[config.mk]
export PLATFORM = sky130hd
export DESIGN_NAME = t2fb_top
export DESIGN_NICKNAME = d
export VERILOG_FILES = /design/src/common/t2fb_pkg.sv /design/src/logic/t2fb_top.sv
export SDC_FILE = /design/constraint.sdc
export NUM_CORES = 1
export LEC_CHECK = 0
export BUFFER_PORTS_ARGS = -buffer_cell sky130_fd_sc_hd__buf_2
export CORE_MARGIN = 4
export CORE_UTILIZATION = 26
export CTS_BUF_LIST = sky130_fd_sc_hd__clkbuf_2
export CTS_CLUSTER_DIAMETER = 150
export DETAILED_ROUTE_END_ITERATION = 16
export SETUP_SLACK_MARGIN = 0.2
export SYNTH_ARGS = -nofsm -noshare
export SYNTH_HDL_FRONTEND = slang
export SYNTH_SLANG_ARGS = --single-unit
[constraint.sdc]
create_clock -name core_clk -period 1.54 [get_ports core_clk]
set_input_delay 0.231 -clock core_clk [delete_from_list [all_inputs] [get_ports core_clk]]
set_output_delay 0.231 -clock core_clk [all_outputs]
set_load 0.005 [all_outputs]
[src/common/t2fb_pkg.sv]
// holds constants and carrier types for the timer2 flag and baud select block
// assumes an apb3 master on the core clock and a 32-bit data bus
package t2fb_pkg;

    // ==========================================================
    // bus geometry
    localparam int unsigned ADDR_W = 12;
    localparam int unsigned DATA_W = 32;

    // ==========================================================
    // register byte offsets
    localparam logic [ADDR_W-1:0] OFF_CTRL   = 12'h000;
    localparam logic [ADDR_W-1:0] OFF_STATUS = 12'h004;
    localparam logic [ADDR_W-1:0] OFF_CLEAR  = 12'h008;
    localparam logic [ADDR_W-1:0] OFF_IRQ_EN = 12'h00c;

    // ==========================================================
    // field positions
    localparam int unsigned CTRL_RX_SEL  = 0;
    localparam int unsigned CTRL_TX_SEL  = 1;
    localparam int unsigned CTRL_EXT_EN  = 2;
    localparam int unsigned CTRL_W       = 3;
    localparam int unsigned FLG_OVF      = 0;
    localparam int unsigned FLG_EXT      = 1;
    localparam int unsigned FLG_W        = 2;

    // ==========================================================
    // reset values
    localparam logic [CTRL_W-1:0] CTRL_RST  = 3'h0;
    localparam logic [FLG_W-1:0]  FLG_RST   = 2'h0;
    localparam logic [FLG_W-1:0]  IEN_RST   = 2'h0;

    // ==========================================================
    // serial port modes that take the baud tick from a timer
    localparam logic [1:0] SMODE_1 = 2'h1;
    localparam logic [1:0] SMODE_3 = 2'h3;

    // ==========================================================
    // carriers
    typedef struct packed {
        logic [ADDR_W-1:0] paddr;
        logic              psel;
        logic              penable;
        logic              pwrite;
        logic [DATA_W-1:0] pwdata;
    } t2fb_apb_req_t;

    typedef struct packed {
        logic [DATA_W-1:0] prdata;
        logic              pready;
        logic              pslverr;
    } t2fb_apb_rsp_t;

    typedef struct packed {
        t2fb_apb_rsp_t     rsp;
        logic [CTRL_W-1:0] ctrl;
        logic [FLG_W-1:0]  flags;
        logic [FLG_W-1:0]  ien;
        logic              irq;
        logic              trig_s1;
        logic              trig_s2;
        logic              trig_prev;
        logic              capture_req;
        logic              rx_tick;
        logic              tx_tick;
    } t2fb_state_t;

endpackage : t2fb_pkg

[src/logic/t2fb_top.sv]
// holds the timer2 flag, external trigger edge and serial baud source selection logic
// assumes overflow pulses and serial mode come from logic on core_clk; the trigger pin is asynchronous
//
// Function
// - a timer2 overflow sets the overflow flag unless a baud select bit is 1; only software clears it.
// - if enabled, a falling trigger pin edge requests capture or reload and sets a flag only software clears.
// - with the receive select bit 0, the receiver takes timer1 overflow as baud tick in serial modes 1 and 3.
// - with the transmit select bit 1, the transmitter takes timer2 overflow as baud tick in modes 1 and 3.
`timescale 1ns/1ps
`default_nettype none

module t2fb_top (
    // clock and reset
    input  wire logic                  core_clk,
    input  wire logic                  arst_n,
    // register bus
    input  wire t2fb_pkg::t2fb_apb_req_t apb_req,
    output var  t2fb_pkg::t2fb_apb_rsp_t apb_rsp,
    // timer overflow pulses and serial mode
    input  wire logic                  t1_overflow,
    input  wire logic                  t2_overflow,
    input  wire logic [1:0]            serial_mode,
    // external trigger pin and capture request
    input  wire logic                  ext_trigger_pin,
    output logic                       ext_capture_req,
    // serial baud ticks
    output logic                       rx_baud_tick,
    output logic                       tx_baud_tick,
    // interrupt
    output logic                       irq
);

    // ==========================================================
    // timing and hazards at a glance
    // bus side:
    //   setup seen at edge n loads pready, prdata and pslverr for the access phase
    //   the access phase commits at edge n+1, so every transfer has zero wait states
    //   back to back transfers are fine, a setup may follow an access directly
    //   read data is taken at the setup edge; a flag that sets during the access
    //   cycle is reported by the next read, never lost
    //   status writes are dropped without an error; only unmapped offsets get pslverr
    //   clear reads back as zero, it holds no state of its own
    //   no byte strobes: every write replaces the whole register
    // trigger pin side:
    //   two synchroniser stages, then one history stage for the edge detector
    //   so a falling pin level becomes a request at the third edge after it
    //   all three stages reset to the idle high level to avoid a false edge at release
    //   a pin held low through reset still reports one edge shortly after release
    //   the request and the edge flag both need the enable bit at detection time,
    //   an enable written later does not revive an edge already seen
    //   pulses shorter than one clock period may be missed by the synchroniser
    // overflow side:
    //   overflow pulses come from logic on core_clk and are read without synchronising
    //   while either baud select is set timer2 runs as a rate generator, so its
    //   rollovers are no events and leave the overflow flag alone
    //   baud ticks lag the chosen overflow by one edge, the cost of flopped outputs
    //   modes 0 and 2 keep both ticks low whatever the selects say
    // flag side:
    //   a set and a clear of one flag at the same edge leave it set, so no event
    //   can be lost to a clear that races with it
    //   irq is built from the next flags and enables, so it moves with the flag
    //   at the same edge instead of one cycle behind
    //   masking an enable drops irq but leaves the status bit for polling

    // ==========================================================
    // state
    t2fb_pkg::t2fb_state_t st_reg;
    t2fb_pkg::t2fb_state_t st_next;

    // true when the address hits a mapped register
    function automatic logic t2fb_mapped(input logic [t2fb_pkg::ADDR_W-1:0] a);
        t2fb_mapped = (a == t2fb_pkg::OFF_CTRL) || (a == t2fb_pkg::OFF_STATUS) ||
                      (a == t2fb_pkg::OFF_CLEAR) || (a == t2fb_pkg::OFF_IRQ_EN);
    endfunction : t2fb_mapped

    // serial modes that draw their rate from a timer overflow
    function automatic logic t2fb_timer_mode(input logic [1:0] m);
        t2fb_timer_mode = (m == t2fb_pkg::SMODE_1) || (m == t2fb_pkg::SMODE_3);
    endfunction : t2fb_timer_mode

    // ==========================================================
    // next state
    always_comb begin
        logic                          setup;
        logic                          commit;
        logic                          rx_sel;
        logic                          tx_sel;
        logic                          ext_en;
        logic                          fall;
        logic [t2fb_pkg::FLG_W-1:0]    set_v;
        logic [t2fb_pkg::FLG_W-1:0]    clr_v;
        logic [t2fb_pkg::DATA_W-1:0]   rdata;
        setup  = 1'b0;
        commit = 1'b0;
        rx_sel = 1'b0;
        tx_sel = 1'b0;
        ext_en = 1'b0;
        fall   = 1'b0;
        set_v  = '0;
        clr_v  = '0;
        rdata  = '0;
        st_next = st_reg;

        // bus phases: answer prepared in setup, committed in the ready access cycle
        setup  = apb_req.psel && !apb_req.penable;
        commit = apb_req.psel && apb_req.penable && st_reg.rsp.pready;

        // register writes
        if (commit && apb_req.pwrite) begin
            unique case (apb_req.paddr)
                t2fb_pkg::OFF_CTRL: begin
                    st_next.ctrl = apb_req.pwdata[t2fb_pkg::CTRL_W-1:0];
                end
                t2fb_pkg::OFF_CLEAR: begin
                    clr_v = apb_req.pwdata[t2fb_pkg::FLG_W-1:0];
                end
                t2fb_pkg::OFF_IRQ_EN: begin
                    st_next.ien = apb_req.pwdata[t2fb_pkg::FLG_W-1:0];
                end
                default: begin
                    // status is read only, unmapped is refused by pslverr
                end
            endcase
        end

        // selects act from the stored control bits
        rx_sel = st_reg.ctrl[t2fb_pkg::CTRL_RX_SEL];
        tx_sel = st_reg.ctrl[t2fb_pkg::CTRL_TX_SEL];
        ext_en = st_reg.ctrl[t2fb_pkg::CTRL_EXT_EN];

        // trigger pin synchroniser; only the second stage feeds the edge detector
        st_next.trig_s1   = ext_trigger_pin;
        st_next.trig_s2   = st_reg.trig_s1;
        st_next.trig_prev = st_reg.trig_s2;
        fall = st_reg.trig_prev && !st_reg.trig_s2;

        // capture or reload request from a falling trigger edge
        st_next.capture_req = fall && ext_en;

        // flag events; in baud mode the overflow is a rate, not an event
        set_v[t2fb_pkg::FLG_OVF] = t2_overflow && !rx_sel && !tx_sel;
        set_v[t2fb_pkg::FLG_EXT] = fall && ext_en;

        // sticky flags: a set in the clearing cycle wins
        st_next.flags = (st_reg.flags & ~clr_v) | set_v;

        // level interrupt from enabled flags
        st_next.irq = |(st_next.flags & st_next.ien);

        // baud tick selection, silent outside modes 1 and 3
        st_next.rx_tick = t2fb_timer_mode(serial_mode) &&
                          (rx_sel ? t2_overflow : t1_overflow);
        st_next.tx_tick = t2fb_timer_mode(serial_mode) &&
                          (tx_sel ? t2_overflow : t1_overflow);

        // read mux; clear register reads as zero
        unique case (apb_req.paddr)
            t2fb_pkg::OFF_CTRL: begin
                rdata[t2fb_pkg::CTRL_W-1:0] = st_reg.ctrl;
            end
            t2fb_pkg::OFF_STATUS: begin
                rdata[t2fb_pkg::FLG_W-1:0] = st_reg.flags;
            end
            t2fb_pkg::OFF_IRQ_EN: begin
                rdata[t2fb_pkg::FLG_W-1:0] = st_reg.ien;
            end
            default: begin
                rdata = '0;
            end
        endcase

        // response: one wait-free access phase after every setup
        if (setup) begin
            st_next.rsp.pready  = 1'b1;
            st_next.rsp.prdata  = apb_req.pwrite ? '0 : rdata;
            st_next.rsp.pslverr = !t2fb_mapped(apb_req.paddr);
        end else if (commit || !apb_req.psel) begin
            st_next.rsp.pready  = 1'b0;
            st_next.rsp.prdata  = '0;
            st_next.rsp.pslverr = 1'b0;
        end
    end

    // ==========================================================
    // state register
    always_ff @(posedge core_clk or negedge arst_n) begin
        if (!arst_n) begin
            // bus answer idle, no transfer in flight
            st_reg.rsp.prdata   <= '0;
            st_reg.rsp.pready   <= 1'b0;
            st_reg.rsp.pslverr  <= 1'b0;
            // software visible registers
            st_reg.ctrl         <= t2fb_pkg::CTRL_RST;
            st_reg.flags        <= t2fb_pkg::FLG_RST;
            st_reg.ien          <= t2fb_pkg::IEN_RST;
            st_reg.irq          <= 1'b0;
            // synchroniser at the pin's idle level
            st_reg.trig_s1      <= 1'b1;   // idle high so reset release is no edge
            st_reg.trig_s2      <= 1'b1;
            st_reg.trig_prev    <= 1'b1;
            // no pulse pending on any output
            st_reg.capture_req  <= 1'b0;
            st_reg.rx_tick      <= 1'b0;
            st_reg.tx_tick      <= 1'b0;
        end else begin
            st_reg <= st_next;
        end
    end

    // ==========================================================
    // outputs straight from flops
    assign apb_rsp         = st_reg.rsp;
    assign ext_capture_req = st_reg.capture_req;
    assign rx_baud_tick    = st_reg.rx_tick;
    assign tx_baud_tick    = st_reg.tx_tick;
    assign irq             = st_reg.irq;

endmodule : t2fb_top

`default_nettype wire

==> impl_summary.md <==
Outcome
The flow ran to the end, and the final reports show no timing, DRC or antenna violations.

CTS
The clock passes through at most 2 buffers. The cell sitting at the root of the clock tree is a clkbuf_2. The tree built by TritonCTS fans out to 19 sinks. The CTS tree is built.

The clock input transition at the sequential cells of the worst setup and hold paths is 0.16 ns. The later-pin clock latency in the skew report is 0.29 ns. The maximum level of the CTS H-tree is 1. The TritonCTS buffer count is 3.

Critical path
On the critical path the largest part of the delay comes from simple AND/OR/NAND/NOR gates. In this design, the stage delay of the slowest critical-path cell is ~0.38 ns. The type of the worst setup path is reg2reg. The arrival time at the worst endpoint is 1.63 ns. For this design, the slowest cell found on the critical path is dfrtp_1. The signal on the critical path passes through and4_4 > nand4_1 > mux2_4 > a22o_1. The peak fanout along the critical path is 2.

Together, buffers and inverters on the worst path number 0. The required time reported for the critical path endpoint is 1.74 ns. The worst setup path is captured at a flip-flop.

STA classifies the critical path startpoint as a flip-flop.

Detailed routing
In the detailed route, the total length drawn on met3 is 206 µm. After detailed routing, the wire length on met1 is 839 µm. The number of DRC violations after detailed-routing iteration 0 is 17. After detailed routing, the met2 layer carries 940 µm of wire. The per-cell via count in the routed design is 3.918. The iteration count of the initial detailed-routing pass is 3. The number of nets still failing antenna checks after routing is 0.

The total wire length is 1986 µm. The topmost layer with routed signal wires is met3. Dividing the detail-routed wire length by the instance count gives 10.85 µm. The DRC violation count after routing is 0. The final route contains 717 vias.

Hold path
The class of the tightest hold or removal check is in2reg.

Floorplanning
In this run the core area contains 23 standard-cell rows. The initial utilization of the core area, before any placement, comes to 27.02%. From left edge to right edge, the die measures 72.71 µm.

The region available for standard cell placement spans 0.004029 mm². During I/O placement, the number of pins put on the boundary was 92. The die covers 0.005286 mm². The die height is 72.71 µm.

Pwr
The power density relative to cell area is 663.3 mW/mm². Per report_power, the combinational group accounts for around 14% of the total. Registers are responsible for 61.7% of the overall power. The share of total power dissipated in the clock network is 24.8%. The analysis attributes to net switching a power of 206.9 µW. The design internal power is 628.7 µW. The final total power is roughly 840 µW. The net switching fraction of the power is approximately a quarter. Across the VDD grid, the largest voltage drop is 0.0001938 V.

In this run the static leakage power is 0.0006509 µW.

Place
At the end of routability-driven placement, the weighted congestion stood at around 0.70. The half-perimeter wire length after placement is 1689 µm. The quantity of I/O buffers inserted on ports is 32. The number of placed instances, taps included is 175. The cell area after placement is 0.001189 mm².

Finish
The area taken by multi-input logic gates is 488.0 µm². Fill cells in the final layout number 439. The final standard cell area without fillers is 0.001260 mm². In the layout the commonest cells are buf_2, conb_1, dfrtp_1, a22o_1, nor2_1.

Of the cells placed in the final design, the portion with a size suffix greater than 1 is 41.35%. The register with the most flip-flops in the layout has 8 of them. Leaving out fill and tap cells, the most frequent cell in the layout is buf_2. Compared with the post-synthesis result, the final layout area differs by 15.75%.

The area used by sequential logic in the layout is 479.2 µm². At the end of the flow, the number of nets in the layout was 188. The repair_antennas step left the layout with diodes totalling 0.

The number of non-filler instances in the completed layout is 183.

Logic synthesis
The flip-flop and latch count after synthesis is 19. In this run the mean area of a mapped cell was 11.22 µm². For this run, the number of Yosys warnings is 0.

The number of unique standard cell types used by synthesis is 21. The gate count after technology mapping is 97. The mapped netlist covers 0.001089 mm². Sequential cells were found to cover 44.02% of the synthesized design area.

Global route
After global routing the overflow that remains totals 0. The wire length of the first global-routing pass is 3125 µm. The largest net degree at the start of global routing is 20. The number of antenna violations at the first check in global routing is 0.

For this run, the total global-route usage over all layers was measured as 7.438%. The via count of the first global-routing pass came to 717.

STA
For this run, the top clock speed supported by timing is 0.6987 GHz. On the final layout, the worst clock skew is 0.002869 ns. The max-slew violation total from the final report was 0. Setup repair after global routing could not meet its margin everywhere. The final period utilization is 92.93%. The minimum clock period after layout is 1.431 ns. The hold violation count in the final report is 0. Setup violations remaining at the end of the flow were counted as 0.

Job
The tool flagged a number of max-cap violations equal to 0.
[per-layer routing]
layer	vias up	global-route usage (%)
li1	349	-
met1	335	9.052
met2	33	12.63
met3	0	1.653
met4	0	3.074
met5	-	0
[logic make-up after synthesis]
family	Yosys count	share of synthesized area, %
simple gates	25	16.44
compound gates	9	6.667
other cells	1	0.3445
buf+inv	34	23.45
flops	19	44.02
mux	9	9.081
[cells in the mapped netlist]
cell type   n  share of area [%]
dfstp_2     3                7.2
conb_1      1               0.34
nand2_1     3                1.0
nor4_1      2                1.1
nor4_4      2                3.9
nand3_1     1               0.46
nand4_1     2                1.1
a21oi_1     2               0.92
and4bb_1    1                1.1
mux2_2      7                7.2
mux2i_1     2                1.8
nor2b_1     3                1.7
nor3b_1     2                1.4
buf_4      34                 23
dfrtp_1    16                 37
and3_1      2                1.1
and3b_1     1               0.80
a22o_1      6                4.8
and4_1      1               0.80
a32o_1      1               0.92
nor2_1      5                1.7
[layout make-up]
type | instances | area share [%]
clock buffer | 4 | 1.589
multi-input combinational | 72 | 38.73
sequential | 19 | 38.03
tap | 50 | 4.965
timing repair buffer | 38 | 16.68
[worst paths after layout]
| check | from | to | slack [ns] | cells past startpoint |
|---|---|---|---|---|
| max | apb_rsp[1] | irq | 0.11 | 4 |
| min | apb_req[33] | apb_rsp[1] | 0.13 | 2 |
| max reg2reg | apb_rsp[1] | irq | 0.11 | 4 |
| min reg2reg | st_next[4] | st_next[3] | 0.37 | 0 |
| max in group asynchronous | arst_n | st_next[4] | 0.84 | 2 |
| min in group asynchronous | arst_n | apb_rsp[3] | 0.38 | 2 |
[repair_timing]
action | in CTS | in global routing
hold buffers | 2 | 0
endpoints found under the hold margin | 17 | 0
endpoints found under the setup margin | 1 | 4
resized for setup | 1 | 3
buffers inserted | 1 | 1
pin swaps | 1 | 3
[power groups by stage]
stage / clock, µW / combinational, µW / sequential [µW]
3_5_place_dp: 0 / 107 / 525
6_report: 207 / 113 / 516
3_3_place_gp: 0 / 106 / 525
5_1_grt: 247 / 130 / 518
2_1_floorplan: 0 / 99.0 / 525
4_1_cts: 220 / 112 / 516
[through the flow]
stage	TNS, ns	worst slack, ns	hold WS (ns)	util (%)
after global routing	0	0.05402	0.1176	31.27
after detailed placement	-0.07054	-0.03352	0.1893	29.50
after floorplan	0	0.1840	-0.06459	-
after CTS	0	0.09153	0.1117	30.75
final	0	0.1089	0.1313	31.27
after global placement	-0.01495	-0.01495	0.1899	29.50
(Power assumes the default switching activity.)
